`src/design/fp_pkg.sv`:
```
package fp_pkg;
	// Array geometry
	localparam int ADDR_W = 20;

	// Serial command opcodes
	localparam logic [7:0] OPC_WRSR = 8'h01;
	localparam logic [7:0] OPC_PP = 8'h02;
	localparam logic [7:0] OPC_WRDI = 8'h04;
	localparam logic [7:0] OPC_WREN = 8'h06;
	localparam logic [7:0] OPC_BE4 = 8'h20;
	localparam logic [7:0] OPC_QPP = 8'h32;
	localparam logic [7:0] OPC_SECP = 8'h42;
	localparam logic [7:0] OPC_SECE = 8'h44;
	localparam logic [7:0] OPC_BE32 = 8'h52;
	localparam logic [7:0] OPC_CE1 = 8'h60;
	localparam logic [7:0] OPC_RSTEN = 8'h66;
	localparam logic [7:0] OPC_SUSP = 8'h75;
	localparam logic [7:0] OPC_WRAP = 8'h77;
	localparam logic [7:0] OPC_RESUME = 8'h7a;
	localparam logic [7:0] OPC_RST = 8'h99;
	localparam logic [7:0] OPC_CE2 = 8'hc7;
	localparam logic [7:0] OPC_BE64 = 8'hd8;

	// Register byte offsets
	localparam logic [7:0] REG_STATUS = 8'h00;
	localparam logic [7:0] REG_MODE = 8'h04;
	localparam logic [7:0] REG_CHECK = 8'h08;
	localparam logic [7:0] REG_LASTOP = 8'h0c;

	// Field positions inside the status-write bytes and the wrap command byte
	localparam int SR_BP_LSB = 2;
	localparam int SR_LB_LSB = 3;
	localparam int SR_COMPLEMENT_BIT = 6;
	localparam int WRAP_LSB = 4;

	// Values after reset
	localparam logic [4:0] BP_RST = 5'h00;
	localparam logic COMPLEMENT_RST = 1'b0;
	localparam logic [2:0] LB_RST = 3'h0;

	// Protected-size exponents and operation masks
	localparam logic [4:0] SH_LARGE = 5'h10;
	localparam logic [4:0] SH_SMALL = 5'h0c;
	localparam logic [19:0] MASK_PAGE = 20'h000ff;
	localparam logic [19:0] MASK_4K = 20'h00fff;
	localparam logic [19:0] MASK_32K = 20'h07fff;
	localparam logic [19:0] MASK_64K = 20'h0ffff;
	localparam logic [19:0] MASK_CHIP = 20'hfffff;
	localparam logic [3:0] SEC_PAGE_FIRST = 4'h1;
	localparam logic [3:0] SEC_PAGE_LAST = 4'h3;

	// Frame byte counts
	localparam logic [2:0] NB_ONE = 3'h1;
	localparam logic [2:0] NB_WRSR1 = 3'h2;
	localparam logic [2:0] NB_WRSR2 = 3'h3;
	localparam logic [2:0] NB_ADDR = 3'h4;
	localparam logic [2:0] NB_WRAP = 3'h5;
	localparam logic [2:0] NB_MAX = 3'h7;

	// Soft reset recovery time
	localparam int CLK_PERIOD_NS = 50;
	localparam int RST_TIME_NS = 30000;
	localparam int RST_CYCLES = (RST_TIME_NS + CLK_PERIOD_NS - 1) / CLK_PERIOD_NS;
	localparam int RST_CNT_W = $clog2(RST_CYCLES + 1);

	typedef enum logic [2:0] {
		OP_PROG = 3'b000,
		OP_ER4K = 3'b001,
		OP_ER32K = 3'b010,
		OP_ER64K = 3'b011,
		OP_CHIP = 3'b100,
		OP_SECP = 3'b101,
		OP_SECE = 3'b110
	} op_kind_t;

	typedef struct packed {
		logic valid;
		op_kind_t kind;
		logic [ADDR_W-1:0] addr;
	} op_req_t;
endpackage

```
`src/design/flash_protect_reset.sv`:
```
// The implementer's own choices: the AHB-Lite slave port and the register offsets.
`timescale 1ns/1ps
// Operation
// - Refuse program/erase on protected addresses
// - Protect bits change only by status write
// - Large codes protect upper/lower sixteenth to half
// - Bit four codes protect 4K-32K top/bottom
// - Zero code protects none; some codes all
// - Complement bit inverts the protected region
// - Lock pin never alters decoded protection
// - Lock pin low freezes protect bits
// - Other command after enable disarms reset
// - Soft reset clears volatile state, aborts
// - No command accepted during reset recovery
// - Security pages ignore array protection
// - Each security page locks independently
// - Writes need write-enable latch set
module flash_protect_reset (
	input wire logic hclk,
	input wire logic hresetn,
	input wire logic hsel,
	input wire logic [31:0] haddr,
	input wire logic [1:0] htrans,
	input wire logic hwrite,
	input wire logic [2:0] hsize,
	input wire logic [31:0] hwdata,
	input wire logic hready,
	output logic hreadyout,
	output logic [31:0] hrdata,
	output logic hresp,
	input wire logic spi_sck,
	input wire logic spi_cs_n,
	input wire logic spi_mosi,
	input wire logic wp_n,
	input wire logic core_busy,
	input wire logic core_erase_active,
	output fp_pkg::op_req_t op_req,
	output logic core_abort
);
	// Cycles from the eighth busy cycle to the first idle one
	localparam int RST_TAIL = fp_pkg::RST_CYCLES - 7;

	// Pin synchronisers and frame capture
	logic [2:0] sck_q;
	logic [2:0] cs_q;
	logic [1:0] mosi_q;
	logic [1:0] wp_q;
	logic [2:0] bit_q;
	logic [2:0] nb_q;
	logic [7:0] sh_q;
	logic [7:0] opc_q;
	logic [23:0] addr_q;

	// Protection and volatile state
	logic [4:0] bp_q;
	logic protect_complement_bit_q;
	logic [2:0] lb_q;
	logic write_enable_latch_q;
	logic armed_q;
	logic esus_q;
	logic psus_q;
	logic [2:0] wrap_q;
	logic [7:0] crm_q;
	logic [fp_pkg::RST_CNT_W-1:0] rst_cnt_q;
	logic abort_q;
	fp_pkg::op_req_t op_q;
	logic ref_q;

	// Bus slave state
	logic wr_pend_q;
	logic [7:0] wa_q;
	logic [31:0] hrdata_q;
	logic [19:0] chk_addr_q;

	// Decode wires
	logic sck_rise;
	logic cs_sel;
	logic frame_start;
	logic frame_end;
	logic [7:0] byte_in;
	logic byte_done;
	logic rst_busy;
	logic exec;
	logic is_prog;
	logic is_chip;
	logic arr_op;
	logic arr_len_ok;
	logic [19:0] op_mask;
	logic [19:0] op_lo;
	logic [19:0] op_hi;
	logic hit_lo;
	logic hit_hi;
	logic hit;
	logic is_sec;
	logic [3:0] page;
	logic sec_lock;
	logic sec_ok;
	logic wr_ok;
	logic go_arr;
	logic go_sec;
	logic refused;
	logic wrsr;
	logic wp_open;
	logic soft_go;
	logic [7:0] sr_lo;
	logic [7:0] sr_hi;
	logic write_class;
	logic chk_hit;
	fp_pkg::op_kind_t kind;
	logic [15:0] stat16;
	logic ap;
	logic map_ok;
	logic [31:0] rd_val;

	// Pin sampling, two flops before any use
	always_ff @(posedge hclk or negedge hresetn)
	begin
		if (!hresetn)
		begin
			sck_q <= 3'h0;
			cs_q <= 3'h7;
			mosi_q <= 2'h0;
			wp_q <= 2'h0;
		end
		else
		begin
			sck_q <= {sck_q[1:0], spi_sck};
			cs_q <= {cs_q[1:0], spi_cs_n};
			mosi_q <= {mosi_q[0], spi_mosi};
			wp_q <= {wp_q[0], wp_n};
		end
	end

	// Edges of the synchronised link
	assign sck_rise = sck_q[1] & ~sck_q[2];
	assign cs_sel = ~cs_q[1];
	assign frame_start = ~cs_q[1] & cs_q[2];
	assign frame_end = cs_q[1] & ~cs_q[2];
	assign byte_in = {sh_q[6:0], mosi_q[1]};
	assign byte_done = sck_rise & cs_sel & (bit_q == 3'h7);

	// Shift in opcode then trailing bytes
	always_ff @(posedge hclk or negedge hresetn)
	begin
		if (!hresetn)
		begin
			bit_q <= 3'h0;
			nb_q <= 3'h0;
			sh_q <= 8'h00;
			opc_q <= 8'h00;
			addr_q <= 24'h000000;
		end
		else if (frame_start)
		begin
			bit_q <= 3'h0;
			nb_q <= 3'h0;
		end
		else if (sck_rise & cs_sel)
		begin
			bit_q <= bit_q + 3'h1;
			sh_q <= byte_in;
			if (byte_done & (nb_q == 3'h0))
				opc_q <= byte_in;
			else if (byte_done)
				addr_q <= {addr_q[15:0], byte_in};
			if (byte_done & (nb_q != fp_pkg::NB_MAX))
				nb_q <= nb_q + 3'h1;
		end
	end

	// A command counts only on a byte boundary, outside reset recovery
	assign rst_busy = rst_cnt_q != '0;
	assign exec = frame_end & (bit_q == 3'h0) & (nb_q != 3'h0) & ~rst_busy;

	// Array operation decode and its address span
	assign is_prog = (opc_q == fp_pkg::OPC_PP) | (opc_q == fp_pkg::OPC_QPP);
	assign is_chip = (opc_q == fp_pkg::OPC_CE1) | (opc_q == fp_pkg::OPC_CE2);
	assign arr_op = is_prog | is_chip | (opc_q == fp_pkg::OPC_BE4)
		| (opc_q == fp_pkg::OPC_BE32) | (opc_q == fp_pkg::OPC_BE64);
	assign arr_len_ok = is_chip ? (nb_q == fp_pkg::NB_ONE) : (nb_q >= fp_pkg::NB_ADDR);
	assign op_mask = is_prog ? fp_pkg::MASK_PAGE
		: (opc_q == fp_pkg::OPC_BE4) ? fp_pkg::MASK_4K
		: (opc_q == fp_pkg::OPC_BE32) ? fp_pkg::MASK_32K
		: (opc_q == fp_pkg::OPC_BE64) ? fp_pkg::MASK_64K : fp_pkg::MASK_CHIP;
	assign op_lo = addr_q[19:0] & ~op_mask;
	assign op_hi = op_lo | op_mask;
	assign kind = is_prog ? fp_pkg::OP_PROG
		: (opc_q == fp_pkg::OPC_BE4) ? fp_pkg::OP_ER4K
		: (opc_q == fp_pkg::OPC_BE32) ? fp_pkg::OP_ER32K
		: (opc_q == fp_pkg::OPC_BE64) ? fp_pkg::OP_ER64K
		: is_chip ? fp_pkg::OP_CHIP
		: (opc_q == fp_pkg::OPC_SECP) ? fp_pkg::OP_SECP : fp_pkg::OP_SECE;

	// Protected regions are a prefix or suffix, so both ends suffice
	prot_decode #(.AW(fp_pkg::ADDR_W)) u_dec_lo (
		.bp(bp_q),
		.protect_complement_bit(protect_complement_bit_q),
		.addr(op_lo),
		.hit(hit_lo)
	);
	prot_decode #(.AW(fp_pkg::ADDR_W)) u_dec_hi (
		.bp(bp_q),
		.protect_complement_bit(protect_complement_bit_q),
		.addr(op_hi),
		.hit(hit_hi)
	);
	prot_decode #(.AW(fp_pkg::ADDR_W)) u_dec_chk (
		.bp(bp_q),
		.protect_complement_bit(protect_complement_bit_q),
		.addr(chk_addr_q),
		.hit(chk_hit)
	);
	assign hit = hit_lo | hit_hi;

	// Security pages: own address map and own lock bits
	assign is_sec = (opc_q == fp_pkg::OPC_SECP) | (opc_q == fp_pkg::OPC_SECE);
	assign page = addr_q[15:12];
	assign sec_lock = ((page == 4'h1) & lb_q[0]) | ((page == 4'h2) & lb_q[1])
		| ((page == 4'h3) & lb_q[2]);
	assign sec_ok = (addr_q[23:16] == 8'h00) & (addr_q[11:8] == 4'h0)
		& (page >= fp_pkg::SEC_PAGE_FIRST) & (page <= fp_pkg::SEC_PAGE_LAST)
		& ~sec_lock & (nb_q >= fp_pkg::NB_ADDR);

	// Acceptance of write-class commands
	assign wr_ok = write_enable_latch_q & ~core_busy;
	assign go_arr = exec & arr_op & arr_len_ok & wr_ok & ~hit;
	assign go_sec = exec & is_sec & wr_ok & sec_ok;
	assign refused = exec & (arr_op | is_sec) & ~(go_arr | go_sec);
	assign wrsr = exec & (opc_q == fp_pkg::OPC_WRSR) & (nb_q >= fp_pkg::NB_WRSR1) & wr_ok;
	assign wp_open = wp_q[1];
	assign write_class = arr_op | is_sec | (opc_q == fp_pkg::OPC_WRSR);
	assign soft_go = exec & (opc_q == fp_pkg::OPC_RST) & armed_q;
	assign sr_lo = (nb_q == fp_pkg::NB_WRSR1) ? addr_q[7:0] : addr_q[15:8];
	assign sr_hi = addr_q[7:0];

	// Non-volatile protect bits, kept across soft reset
	always_ff @(posedge hclk or negedge hresetn)
	begin
		if (!hresetn)
		begin
			bp_q <= fp_pkg::BP_RST;
			protect_complement_bit_q <= fp_pkg::COMPLEMENT_RST;
			lb_q <= fp_pkg::LB_RST;
		end
		else if (wrsr)
		begin
			if (wp_open)
				bp_q <= sr_lo[fp_pkg::SR_BP_LSB +: 5];
			if (wp_open & (nb_q >= fp_pkg::NB_WRSR2))
				protect_complement_bit_q <= sr_hi[fp_pkg::SR_COMPLEMENT_BIT];
			if (nb_q >= fp_pkg::NB_WRSR2)
				lb_q <= lb_q | sr_hi[fp_pkg::SR_LB_LSB +: 3];
		end
	end

	// Write-enable latch and reset arming
	always_ff @(posedge hclk or negedge hresetn)
	begin
		if (!hresetn)
		begin
			write_enable_latch_q <= 1'b0;
			armed_q <= 1'b0;
		end
		else if (soft_go)
		begin
			write_enable_latch_q <= 1'b0;
			armed_q <= 1'b0;
		end
		else if (exec)
		begin
			armed_q <= opc_q == fp_pkg::OPC_RSTEN;
			if (opc_q == fp_pkg::OPC_WREN)
				write_enable_latch_q <= 1'b1;
			else if ((opc_q == fp_pkg::OPC_WRDI) | write_class)
				write_enable_latch_q <= 1'b0;
		end
	end

	// Suspend flags and wrap length
	always_ff @(posedge hclk or negedge hresetn)
	begin
		if (!hresetn)
		begin
			esus_q <= 1'b0;
			psus_q <= 1'b0;
			wrap_q <= 3'h0;
		end
		else if (soft_go)
		begin
			esus_q <= 1'b0;
			psus_q <= 1'b0;
			wrap_q <= 3'h0;
		end
		else if (exec)
		begin
			if ((opc_q == fp_pkg::OPC_SUSP) & core_busy & core_erase_active)
				esus_q <= 1'b1;
			if ((opc_q == fp_pkg::OPC_SUSP) & core_busy & ~core_erase_active)
				psus_q <= 1'b1;
			// Program resumes before erase
			if ((opc_q == fp_pkg::OPC_RESUME) & psus_q)
				psus_q <= 1'b0;
			if ((opc_q == fp_pkg::OPC_RESUME) & ~psus_q)
				esus_q <= 1'b0;
			if ((opc_q == fp_pkg::OPC_WRAP) & (nb_q == fp_pkg::NB_WRAP))
				wrap_q <= addr_q[fp_pkg::WRAP_LSB +: 3];
		end
	end

	// Recovery counter and abort pulse to the array core
	always_ff @(posedge hclk or negedge hresetn)
	begin
		if (!hresetn)
		begin
			rst_cnt_q <= '0;
			abort_q <= 1'b0;
		end
		else
		begin
			abort_q <= soft_go;
			if (soft_go)
				rst_cnt_q <= fp_pkg::RST_CNT_W'(fp_pkg::RST_CYCLES);
			else if (rst_busy)
				rst_cnt_q <= rst_cnt_q - 1'b1;
		end
	end

	// Request to the array core, plus last-request record
	always_ff @(posedge hclk or negedge hresetn)
	begin
		if (!hresetn)
		begin
			op_q <= '0;
			ref_q <= 1'b0;
		end
		else
		begin
			op_q.valid <= go_arr | go_sec;
			if (go_arr | go_sec | refused)
			begin
				op_q.kind <= kind;
				op_q.addr <= is_sec ? addr_q[19:0] : op_lo;
				ref_q <= refused;
			end
		end
	end

	// Status word as software sees it
	assign stat16 = {esus_q, protect_complement_bit_q, lb_q, psus_q, 3'h0, bp_q,
		write_enable_latch_q, core_busy | rst_busy};

	// Bus address phase decode and read mux
	assign ap = hsel & htrans[1] & hready;
	assign map_ok = haddr[31:8] == 24'h000000;
	assign rd_val = !map_ok ? 32'h00000000
		: (haddr[7:0] == fp_pkg::REG_STATUS) ? {14'h0000, rst_busy, armed_q, stat16}
		: (haddr[7:0] == fp_pkg::REG_MODE) ? {21'h000000, wrap_q, crm_q}
		: (haddr[7:0] == fp_pkg::REG_CHECK) ? {chk_hit, 11'h000, chk_addr_q}
		: (haddr[7:0] == fp_pkg::REG_LASTOP) ? {ref_q, 8'h00, op_q.kind, op_q.addr}
		: 32'h00000000;

	// Zero-wait slave: read data latched at the address phase
	always_ff @(posedge hclk or negedge hresetn)
	begin
		if (!hresetn)
		begin
			wr_pend_q <= 1'b0;
			wa_q <= 8'h00;
			hrdata_q <= 32'h00000000;
		end
		else
		begin
			wr_pend_q <= ap & hwrite & map_ok;
			if (ap)
				wa_q <= haddr[7:0];
			if (ap & ~hwrite)
				hrdata_q <= rd_val;
		end
	end

	// Data phase writes; soft reset clears the read mode byte
	always_ff @(posedge hclk or negedge hresetn)
	begin
		if (!hresetn)
		begin
			crm_q <= 8'h00;
			chk_addr_q <= 20'h00000;
		end
		else
		begin
			if (soft_go)
				crm_q <= 8'h00;
			else if (wr_pend_q & (wa_q == fp_pkg::REG_MODE))
				crm_q <= hwdata[7:0];
			if (wr_pend_q & (wa_q == fp_pkg::REG_CHECK))
				chk_addr_q <= hwdata[19:0];
		end
	end

	assign hreadyout = 1'b1;
	assign hresp = 1'b0;
	assign hrdata = hrdata_q;
	assign op_req = op_q;
	assign core_abort = abort_q;
endmodule

```
`src/design/prot_decode.sv`:
```
`timescale 1ns/1ps
// Decodes the protect code into a hit for one address
module prot_decode #(
	parameter int AW = 20
) (
	input wire logic [4:0] bp,
	input wire logic protect_complement_bit,
	input wire logic [AW-1:0] addr,
	output logic hit
);
	logic [1:0] idx;
	logic [4:0] sh;
	logic [AW:0] size;
	logic [AW:0] top_base;
	logic none;
	logic all;
	logic region;

	// Size exponent from bits 4 and 2..0
	assign idx = bp[2] ? 2'h3 : 2'(bp[1:0] - 2'h1);
	assign sh = (bp[4] ? fp_pkg::SH_SMALL : fp_pkg::SH_LARGE) + {3'h0, idx};
	assign size = (AW+1)'(1) << sh;
	assign top_base = ((AW+1)'(1) << AW) - size;
	// Whole-array and empty codes
	assign none = bp[2:0] == 3'h0;
	assign all = (bp[2:1] == 2'h3) | (!bp[4] & (bp[2:0] == 3'h5));
	// Bit 3 selects bottom or top of the array
	assign region = all | (!none & (bp[3] ? ({1'b0, addr} < size) : ({1'b0, addr} >= top_base)));
	// Complement bit inverts the protected set
	assign hit = region ^ protect_complement_bit;
endmodule

```
`config.mk`:
```
export PLATFORM = sky130hd
export DESIGN_NAME = flash_protect_reset
export DESIGN_NICKNAME = d
export VERILOG_FILES = /design/src/design/fp_pkg.sv /design/src/design/flash_protect_reset.sv /design/src/design/prot_decode.sv
export SDC_FILE = /design/constraint.sdc
export NUM_CORES = 1
export LEC_CHECK = 0
export BUFFER_PORTS_ARGS = -buffer_cell sky130_fd_sc_hd__buf_2
export CAP_MARGIN = 25
export CORE_ASPECT_RATIO = 0.6
export CORE_MARGIN = 2
export CORE_UTILIZATION = 58
export CTS_CLUSTER_SIZE = 25
export DETAILED_ROUTE_END_ITERATION = 7
export HOLD_SLACK_MARGIN = 0.15
export PLACE_DENSITY = 0.78
export SYNTH_ARGS = -nofsm -noshare
export SYNTH_HDL_FRONTEND = slang
export SYNTH_SLANG_ARGS = --single-unit
```
`constraint.sdc`:
```
create_clock -name hclk -period 4.53 [get_ports hclk]
set_input_delay 0.2265 -clock hclk [delete_from_list [all_inputs] [get_ports hclk]]
set_output_delay 0.2265 -clock hclk [all_outputs]
set_load 0.01 [all_outputs]
```
==> results of run 1 <==
synthesized netlist by cell type (7+ instances only):
master and n:
sky130_fd_sc_hd__o21ai_0 51, sky130_fd_sc_hd__nand3_1 29, sky130_fd_sc_hd__mux2_2 68, sky130_fd_sc_hd__a21o_1 19, sky130_fd_sc_hd__nand2_1 117, sky130_fd_sc_hd__o31ai_1 7, sky130_fd_sc_hd__nor2b_1 19, sky130_fd_sc_hd__nand2b_1 15
sky130_fd_sc_hd__clkbuf_1 34, sky130_fd_sc_hd__and2_1 14, sky130_fd_sc_hd__nor4_1 17, sky130_fd_sc_hd__a2111oi_0 12, sky130_fd_sc_hd__nor2_1 68, sky130_fd_sc_hd__dfrtp_1 165, sky130_fd_sc_hd__buf_4 10, sky130_fd_sc_hd__nor3_1 12
sky130_fd_sc_hd__mux2i_1 32, sky130_fd_sc_hd__ha_1 67, sky130_fd_sc_hd__xnor2_1 11, sky130_fd_sc_hd__nand4_1 7, sky130_fd_sc_hd__o21a_1 7, sky130_fd_sc_hd__inv_1 21, sky130_fd_sc_hd__a21oi_1 22
cell usage in the layout (no fill, tap or decap), types with 14 or more instances in the layout:
cell / count
sky130_fd_sc_hd__a21o_1: 19
sky130_fd_sc_hd__a21oi_1: 22
sky130_fd_sc_hd__and2_1: 14
sky130_fd_sc_hd__buf_2: 111
sky130_fd_sc_hd__clkbuf_16: 17
sky130_fd_sc_hd__conb_1: 27
sky130_fd_sc_hd__dfrtp_1: 165
sky130_fd_sc_hd__dlygate4sd3_1: 33
sky130_fd_sc_hd__ha_1: 67
sky130_fd_sc_hd__inv_1: 21
sky130_fd_sc_hd__mux2_2: 68
sky130_fd_sc_hd__mux2i_1: 32
sky130_fd_sc_hd__nand2_1: 117
sky130_fd_sc_hd__nand2b_1: 15
sky130_fd_sc_hd__nand3_1: 29
sky130_fd_sc_hd__nor2_1: 68
sky130_fd_sc_hd__nor2b_1: 19
sky130_fd_sc_hd__nor4_1: 17
sky130_fd_sc_hd__o21ai_0: 51
routing by layer:
layer | part of all wire [%] | vias up
met4 | 2.0 | 0
met3 | 11 | 60
met2 | 41 | 438
met1 | 47 | 3899
li1 | - | 3639
met5 | 0 | -
registers in the layout, summed over array words and instances (netlist names), 2 cells and up:
| register | flops |
|---|---|
| crm_q | 8 |
| opc_q | 8 |
| hrdata | 24 |
| addr_q | 24 |
| wa_q | 8 |
| bp_q | 5 |
| mosi_q | 2 |
| cs_q | 3 |
| lb_q | 3 |
| bit_q | 3 |
| wp_q | 2 |
| op_req | 24 |
| rst_cnt_q | 10 |
| sck_q | 3 |
| wrap_q | 3 |
| nb_q | 3 |
| sh_q | 7 |
| chk_addr_q | 20 |
worst max-delay path: cells and delay by family, from the launching register on:
kind / cells / cell delay [ps]
buffers and inverters: 1 / 160
xor gates and xnor gates: 1 / 280
adders and majority gates: 4 / 1400
and+or+nand+nor: 3 / 740
muxes: 1 / 110
AOI/OAI and AO/OA: 3 / 700
DFF: 1 / 550
metrics by stage:
| step | util [%] | setup WS (ps) | hold WS (ps) | instances |
|---|---|---|---|---|
| after floorplan | - | 894 | -69.1 | 970 |
| after global placement | 63.4 | 720 | 333 | 1243 |
| after CTS | 69.2 | 547 | 189 | 1309 |
| after global routing | 69.2 | 324 | 210 | 1310 |
| final | 69.2 | 456 | 191 | 1310 |
| after detailed placement | 63.5 | 566 | 335 | 1244 |
cells by family after synthesis:
family | count (synthesis)
AOI/OAI and AO/OA | 170
xor gates and xnor gates | 11
adders and majority gates | 69
buffers and inverters | 78
DFF | 168
muxes | 101
other | 2
and+or+nand+nor | 346
worst max path at each step:
| stage | start | end | slack, ps | depth (start not counted) |
|---|---|---|---|---|
| floorplan | bp_q[0]$_DFFE_PN0P_ | ref_q$_DFFE_PN0P_ | 890 | 15 |
| global placement | bp_q[0]$_DFFE_PN0P_ | ref_q$_DFFE_PN0P_ | 720 | 13 |
| detailed placement | bp_q[0]$_DFFE_PN0P_ | ref_q$_DFFE_PN0P_ | 570 | 13 |
| CTS | bp_q[0]$_DFFE_PN0P_ | ref_q$_DFFE_PN0P_ | 550 | 13 |
| global route | bp_q[0]$_DFFE_PN0P_ | ref_q$_DFFE_PN0P_ | 320 | 13 |
| finish | bp_q[0]$_DFFE_PN0P_ | ref_q$_DFFE_PN0P_ | 460 | 13 |
area by class of cell:
cell class / count / area share [%]
well taps: 209 / 2.34
inverters: 21 / 0.706
clock buffers: 18 / 3.84
repair buffers: 156 / 8.84
multi-input cells: 724 / 45.1
clock inverters: 14 / 1.43
flip-flops and latches: 168 / 37.7
power by group through the flow:
stage | clock [mW] | sequential, mW | combinational, mW
global placement | 0 | 1.62 | 0.192
global route | 1.56 | 1.60 | 0.253
detailed placement | 0 | 1.62 | 0.199
finish | 1.46 | 1.59 | 0.225
CTS | 1.47 | 1.59 | 0.222
floorplan | 0 | 1.60 | 0.122
what timing repair did:
item / CTS / global route
setup endpoints to repair: 0 / 0
hold endpoints to repair: 136 / 0
resized for setup: 0 / 0
hold buffers: 33 / 0
==> results.rst, run 1 <==
.. list-table::
   :header-rows: 1

   * - Metric
     - Value
   * - Status
     - complete, no violations
   * - Area growth from synthesis to layout
     - 17.6%
   * - Cell chain of the critical path
     - inv_1 -> ha_1 -> nand3_1 -> xnor2_1 -> ha_1 -> nor4_1 -> a32oi_1 -> maj3_2 -> a221o_1 -> maj3_2 -> a31oi_1 -> mux2i_1 -> and3_1
   * - RSZ-0062 raised after global routing
     - no
   * - Cells taking the most area after synthesis
     - sky130_fd_sc_hd__dfrtp_1 43%, sky130_fd_sc_hd__ha_1 8.8%, sky130_fd_sc_hd__mux2_2 8.1%, sky130_fd_sc_hd__nand2_1 4.6%, sky130_fd_sc_hd__mux2i_1 3.4%
   * - Yosys top cell by area
     - sky130_fd_sc_hd__dfrtp_1
   * - Starting utilization of the core area
     - around three fifths
   * - Most used routing layer in global routing
     - met1
   * - Time the worst path needs with I/O delays and setup
     - slightly above 4000 ps
   * - Worst path arrival time
     - 4390 ps
   * - Xor and xnor area share after synthesis
     - under 10%
   * - Number of sinks driven by the clock tree
     - between 150 and 200
   * - Cell Int Power
     - 2.44 mW
   * - TritonCTS clock tree
     - done
   * - Yosys Warn Count
     - 0
   * - Initial detailed-routing violation count
     - between 800 and 900
   * - Final setup violation count
     - 0
   * - Proportion of synthesized flip-flops having asynchronous set or reset
     - 100%
   * - Slack of the worst reg-to-reg path
     - ~460 ps
   * - Total power density per cell area
     - ~290 nW/um^2
   * - Count of input and output buffers
     - approximately 110
   * - Critical path required time
     - roughly 4800 ps
   * - Sequential cell area
     - approximately 4200 um^2
   * - Unique masters post-synth
     - slightly below 80
   * - Horizontal extent of the die
     - ~170 um
   * - Synthesized-area fraction occupied by adder cells
     - 9.06%
   * - Switching power share of the total
     - approximately a quarter
   * - Comb pwr share
     - 6.9%
   * - Routed length per placed instance
     - about 20 um
   * - Crit end category
     - register
   * - DR DRC count
     - 0
   * - Grt met3 use
     - 7.95%
   * - Number of global-route vias before repair
     - approximately 7500
   * - Fraction of final layout cells sized beyond drive strength 1
     - 22.1%
   * - Routed vias
     - roughly 8000
   * - Leakage power figure
     - 5.49 nW
   * - Worst Hold Class
     - input port to register
   * - Start-to-end type of the worst setup path
     - register to register
   * - Hold endpoint
     - esus_q$_DFFE_PN0P_
   * - Timing-limited maximum frequency
     - between 0.2 and 0.25 GHz
   * - Top FF cell, synth
     - sky130_fd_sc_hd__dfrtp_1
   * - DR vias/cell
     - 6.13
   * - Synthesized-area fraction occupied by ao, oa, aoi and oai cells
     - 12.1%
   * - HP Start
     - core_busy
   * - Die Outline Area
     - 17400 um^2
   * - Number of nets still failing antenna checks after routing
     - 0
   * - Total wire length after detailed routing
     - 26300 um
   * - Multiplexer area fraction after synthesis
     - between 10% and 20%
   * - CTS buffer count
     - 17
   * - Destination of the worst register-to-register timing path
     - ref_q$_DFFE_PN0P_
   * - Critical-path cell with the highest stage delay
     - sky130_fd_sc_hd__dfrtp_1
   * - Hold Vio Cnt, Final
     - 0
   * - Diodes inserted
     - 0
   * - Overall global routing resource usage
     - between 30% and 40%
   * - Avg Inst Size Synth
     - 10.1 um^2
   * - Share of the yosys chip area belonging to registers
     - between 40% and 50%
   * - Area share of the leading cell type in the synthesized netlist
     - between 40% and 50%
   * - Post-synthesis cell area
     - 9500 um^2
   * - Core Footprint
     - roughly 16000 um^2
   * - Clock-pin slew reported for the worst setup and hold paths after clock tree synthesis
     - 70 ps
   * - Count of TritonRoute iterations in the first routing pass
     - 6
   * - Clk buf depth
     - 2
   * - Overall overflow remaining after global route
     - 0
   * - Layout filler cell count
     - about 1200
   * - Number of flip-flops and latches in the synthesized netlist
     - roughly 170
   * - Post-synth EDFFs
     - 0
   * - Fraction of the mapped netlist area in simple logic gates
     - between 10% and 20%
   * - Met1 usage
     - 47.4%
   * - Combinational family with the most area after synthesis
     - simple AND/OR/NAND/NOR gates
   * - Cells on Worst Hold Path
     - 3
   * - FP Rows
     - 36
   * - Die Ht
     - ~100 um
   * - HPWL after detailed placement
     - about 19000 um
   * - Area of combinational cells with multiple inputs
     - between 5000 and 6000 um^2
   * - Post-DP Area
     - ~10000 um^2
   * - Placer congestion estimate
     - 0.969
   * - Count of cells along the worst register-to-register path
     - 13
   * - Slew headroom
     - 31.5%
   * - Number of H-tree branching levels
     - 4
   * - Post-Syn Instances
     - approximately 950
   * - Sequential cell fraction of total power
     - just under 50%
   * - CTS root buf
     - sky130_fd_sc_hd__clkbuf_16
   * - Cell area after layout
     - about 11000 um^2
   * - Number of antenna violations at the first check in global routing
     - 1
   * - Clock Skew
     - about 13 ps
   * - Number of pins with negative max-slew slack in the final report
     - 0
   * - Tcrit/Tclk final
     - between 80 and 90%
   * - Skew-Pair Late Insertion Delay
     - approximately 430 ps
   * - Part of the total power dissipated in the clock network
     - about 45%
   * - Switching pwr
     - about 0.84 mW
   * - VDD IR max
     - between 0.2 and 0.25 mV
   * - First-pass GRT wire length
     - 41500 um
   * - Number of max-cap violations
     - 0
   * - Startpoint types
     - register
   * - Reg-to-Reg Start
     - bp_q[0]$_DFFE_PN0P_
   * - Post-route setup TNS
     - 0 ps
   * - I/O pin total
     - ~140
   * - Met2 demand-to-capacity share in global routing
     - a little under half
   * - Number of buffers inserted to repair setup after CTS
     - 0
   * - Worst-Margin Slew
     - ~1000 ps
   * - Slowest stage delay, CP
     - 550 ps
   * - Net count of the finished layout
     - 1235
   * - Largest net degree at the start of global routing
     - 100
   * - Total Power Consumption
     - between 3 and 4 mW
   * - Crit-path max FO
     - 11
No activity file was read; power rests on OpenSTA's default activity.
==> run 2, diff against run 1 <==
Clock period 4.53 ns to 4.34 ns, I/O delays scaled along.
==> results.rst, run 2 (synthesis gave the netlist of run 1 again) <==
.. list-table::
   :header-rows: 1

   * - Metric
     - Value
   * - Post-route setup TNS
     - 0 ps
   * - Total power density per cell area
     - between 300 and 400 nW/um^2
   * - Time the worst path needs with I/O delays and setup
     - about 3800 ps
   * - Diodes inserted
     - 0
   * - Placed cell count
     - between 1000 and 1500
   * - Slowest stage delay, CP
     - 540 ps
   * - Worst-Margin Slew
     - 1020 ps
   * - Overall global routing resource usage
     - between 30% and 40%
   * - DR vias/cell
     - 6.03
   * - Crit-path leading delay family
     - adder cells
   * - Startpoint types
     - register
   * - Final setup violation count
     - 0
   * - Count of TritonRoute iterations in the first routing pass
     - 7
   * - Crit end category
     - register
   * - RSZ-0062 raised after global routing
     - no
   * - Worst Hold Class
     - input port to register
   * - First-pass GRT wire length
     - 41800 um
   * - Number of H-tree branching levels
     - 4
   * - Routed length per placed instance
     - approximately 20 um
   * - Hold Vio Cnt, Final
     - 0
   * - Count of input and output buffers
     - ~110
   * - Clock-pin slew reported for the worst setup and hold paths after clock tree synthesis
     - around 60 ps
   * - Clk buf depth
     - 2
   * - DR DRC count
     - 0
   * - Tcrit/Tclk final
     - approximately 88%
   * - Timing-limited maximum frequency
     - around 0.26 GHz
   * - Overall overflow remaining after global route
     - 0
   * - Commonest non-fill, non-tap cells in the layout
     - 165 x sky130_fd_sc_hd__dfrtp_1, 117 x sky130_fd_sc_hd__nand2_1, 111 x sky130_fd_sc_hd__buf_2, 68 x sky130_fd_sc_hd__nor2_1, 68 x sky130_fd_sc_hd__mux2_2
   * - VDD IR max
     - between 0.2 and 0.3 mV
   * - Setup Slack @ Placement
     - between 500 and 600 ps
   * - Start-to-end type of the worst setup path
     - register to register
   * - Number of global-route vias before repair
     - roughly 7600
   * - HPWL after detailed placement
     - approximately 19000 um
   * - Skew-Pair Late Insertion Delay
     - 430 ps
   * - Count of placed standard cells in the final layout, fillers left out
     - about 1300
   * - Leakage power figure
     - between 5 and 6 nW
   * - Critical-path cell with the highest stage delay
     - sky130_fd_sc_hd__dfrtp_1
   * - I/O pin total
     - approximately 140
   * - Most common cell after layout, fill and taps aside
     - sky130_fd_sc_hd__dfrtp_1
   * - Slew headroom
     - 30.3%
   * - Horizontal extent of the die
     - around 170 um
   * - Core Footprint
     - 16100 um^2
   * - TritonCTS clock tree
     - done
   * - Post-route worst setup slack
     - 503 ps
   * - Number of max-cap violations
     - 0
   * - Crit-path max FO
     - 11
   * - Total wire length after detailed routing
     - about 26000 um
   * - Cell chain of the critical path
     - inv_1 -> ha_1 -> nor2b_1 -> nand2_1 -> ha_1 -> nor4_1 -> a32oi_1 -> maj3_2 -> a221o_1 -> maj3_2 -> a31oi_1 -> mux2i_1 -> and3_1
   * - Status
     - complete, no violations
   * - Cell area after layout
     - 11200 um^2
   * - CTS root buf
     - sky130_fd_sc_hd__clkbuf_16
   * - Starting utilization of the core area
     - 58.9%
   * - Die Ht
     - 103 um
   * - Fraction of final layout cells sized beyond drive strength 1
     - 22.2%
   * - Net count of the finished layout
     - ~1200
   * - Area growth from synthesis to layout
     - 17.7%
   * - Gates resized, CTS repair
     - 0
   * - Number of antenna violations at the first check in global routing
     - 0
   * - Initial detailed-routing violation count
     - around 840
   * - FP Rows
     - 36
   * - Routed vias
     - just under 8000
   * - Placer congestion estimate
     - about 0.96
   * - Number of pins with negative max-slew slack in the final report
     - 0
   * - Number of sinks driven by the clock tree
     - about 170
   * - Largest net degree at the start of global routing
     - 100
   * - Die Outline Area
     - 17400 um^2
   * - Buffers & Inverters on Critical Path
     - 1
   * - Clock Skew
     - 14.1 ps
   * - CTS buffer count
     - 17
   * - Number of nets still failing antenna checks after routing
     - 0
   * - Worst path arrival time
     - 4140 ps
   * - Critical path required time
     - roughly 4700 ps
   * - Post-DP Area
     - a little over 10000 um^2
## run 2: cell types whose count changed in the layout (fill, tap and decap cells not counted)
cell | previous run | this run
sky130_fd_sc_hd__buf_4 | 9 | 11
sky130_fd_sc_hd__clkinvlp_4 | 3 | 1
sky130_fd_sc_hd__clkinv_2 | 0 | 3
sky130_fd_sc_hd__bufinv_16 | 1 | 2
sky130_fd_sc_hd__inv_8 | 5 | 2
sky130_fd_sc_hd__clkinv_4 | 2 | 0
sky130_fd_sc_hd__clkinv_8 | 1 | 0
sky130_fd_sc_hd__inv_6 | 2 | 6
## run 2: repair_timing
action / CTS / global route
hold buffers: 33 / 0
buffers inserted: 0 / 0
hold endpoints to repair: 136 / 0
## run 2: through the flow
stage                     hold slack (ps)  util [%]  power, mW
after floorplan                     -78.6         -       1.80
after global placement                324      63.5       1.89
after detailed placement              326      63.6       1.90
after CTS                             174      69.3       3.44
after global routing                  250      69.3       3.56
final                                 185      69.3       3.44
## run 2: final timing paths
| path | end | start | slack [ps] | cells after the start |
|---|---|---|---|---|
| max | ref_q$_DFFE_PN0P_ | bp_q[0]$_DFFE_PN0P_ | 500 | 13 |
| min | esus_q$_DFFE_PN0P_ | core_busy | 190 | 3 |
| max reg2reg | ref_q$_DFFE_PN0P_ | bp_q[0]$_DFFE_PN0P_ | 500 | 13 |
| min reg2reg | sck_q[1]$_DFF_PN0_ | sck_q[0]$_DFF_PN0_ | 350 | 0 |
| max in group asynchronous | cs_q[0]$_DFF_PN1_ | hresetn | 2830 | 3 |
| min in group asynchronous | wa_q[1]$_DFFE_PN0P_ | hresetn | 440 | 2 |
## run 2: area by class of cell
class	count	area, um^2
Clock buffer	18	429
Inverter	21	78.8
Sequential cell	168	4210
Timing Repair Buffer	158	1000
Multi-Input combinational cell	724	5040
Tap cell	209	262
Fill cell	1216	4950
Clock inverter	14	158
## run 2: routing by layer
layer,GRT usage [%],vias up,share of wire (%)
li1,-,3670,-
met1,45.7,3791,46
met2,45.9,409,41
met3,10.1,39,12
met4,7.36,0,1.3
met5,0,-,0
## run 2: power by group
part	internal (mW)	switching, mW
clock	0.865	0.677
sequential	1.62	0.0456
combinational	0.112	0.124
total	2.59	0.846
## run 2: worst min-delay path, cell delays in order
cell and delay [ps]:
sky130_fd_sc_hd__buf_2 130, sky130_fd_sc_hd__a41oi_1 110, sky130_fd_sc_hd__nor2_1 100
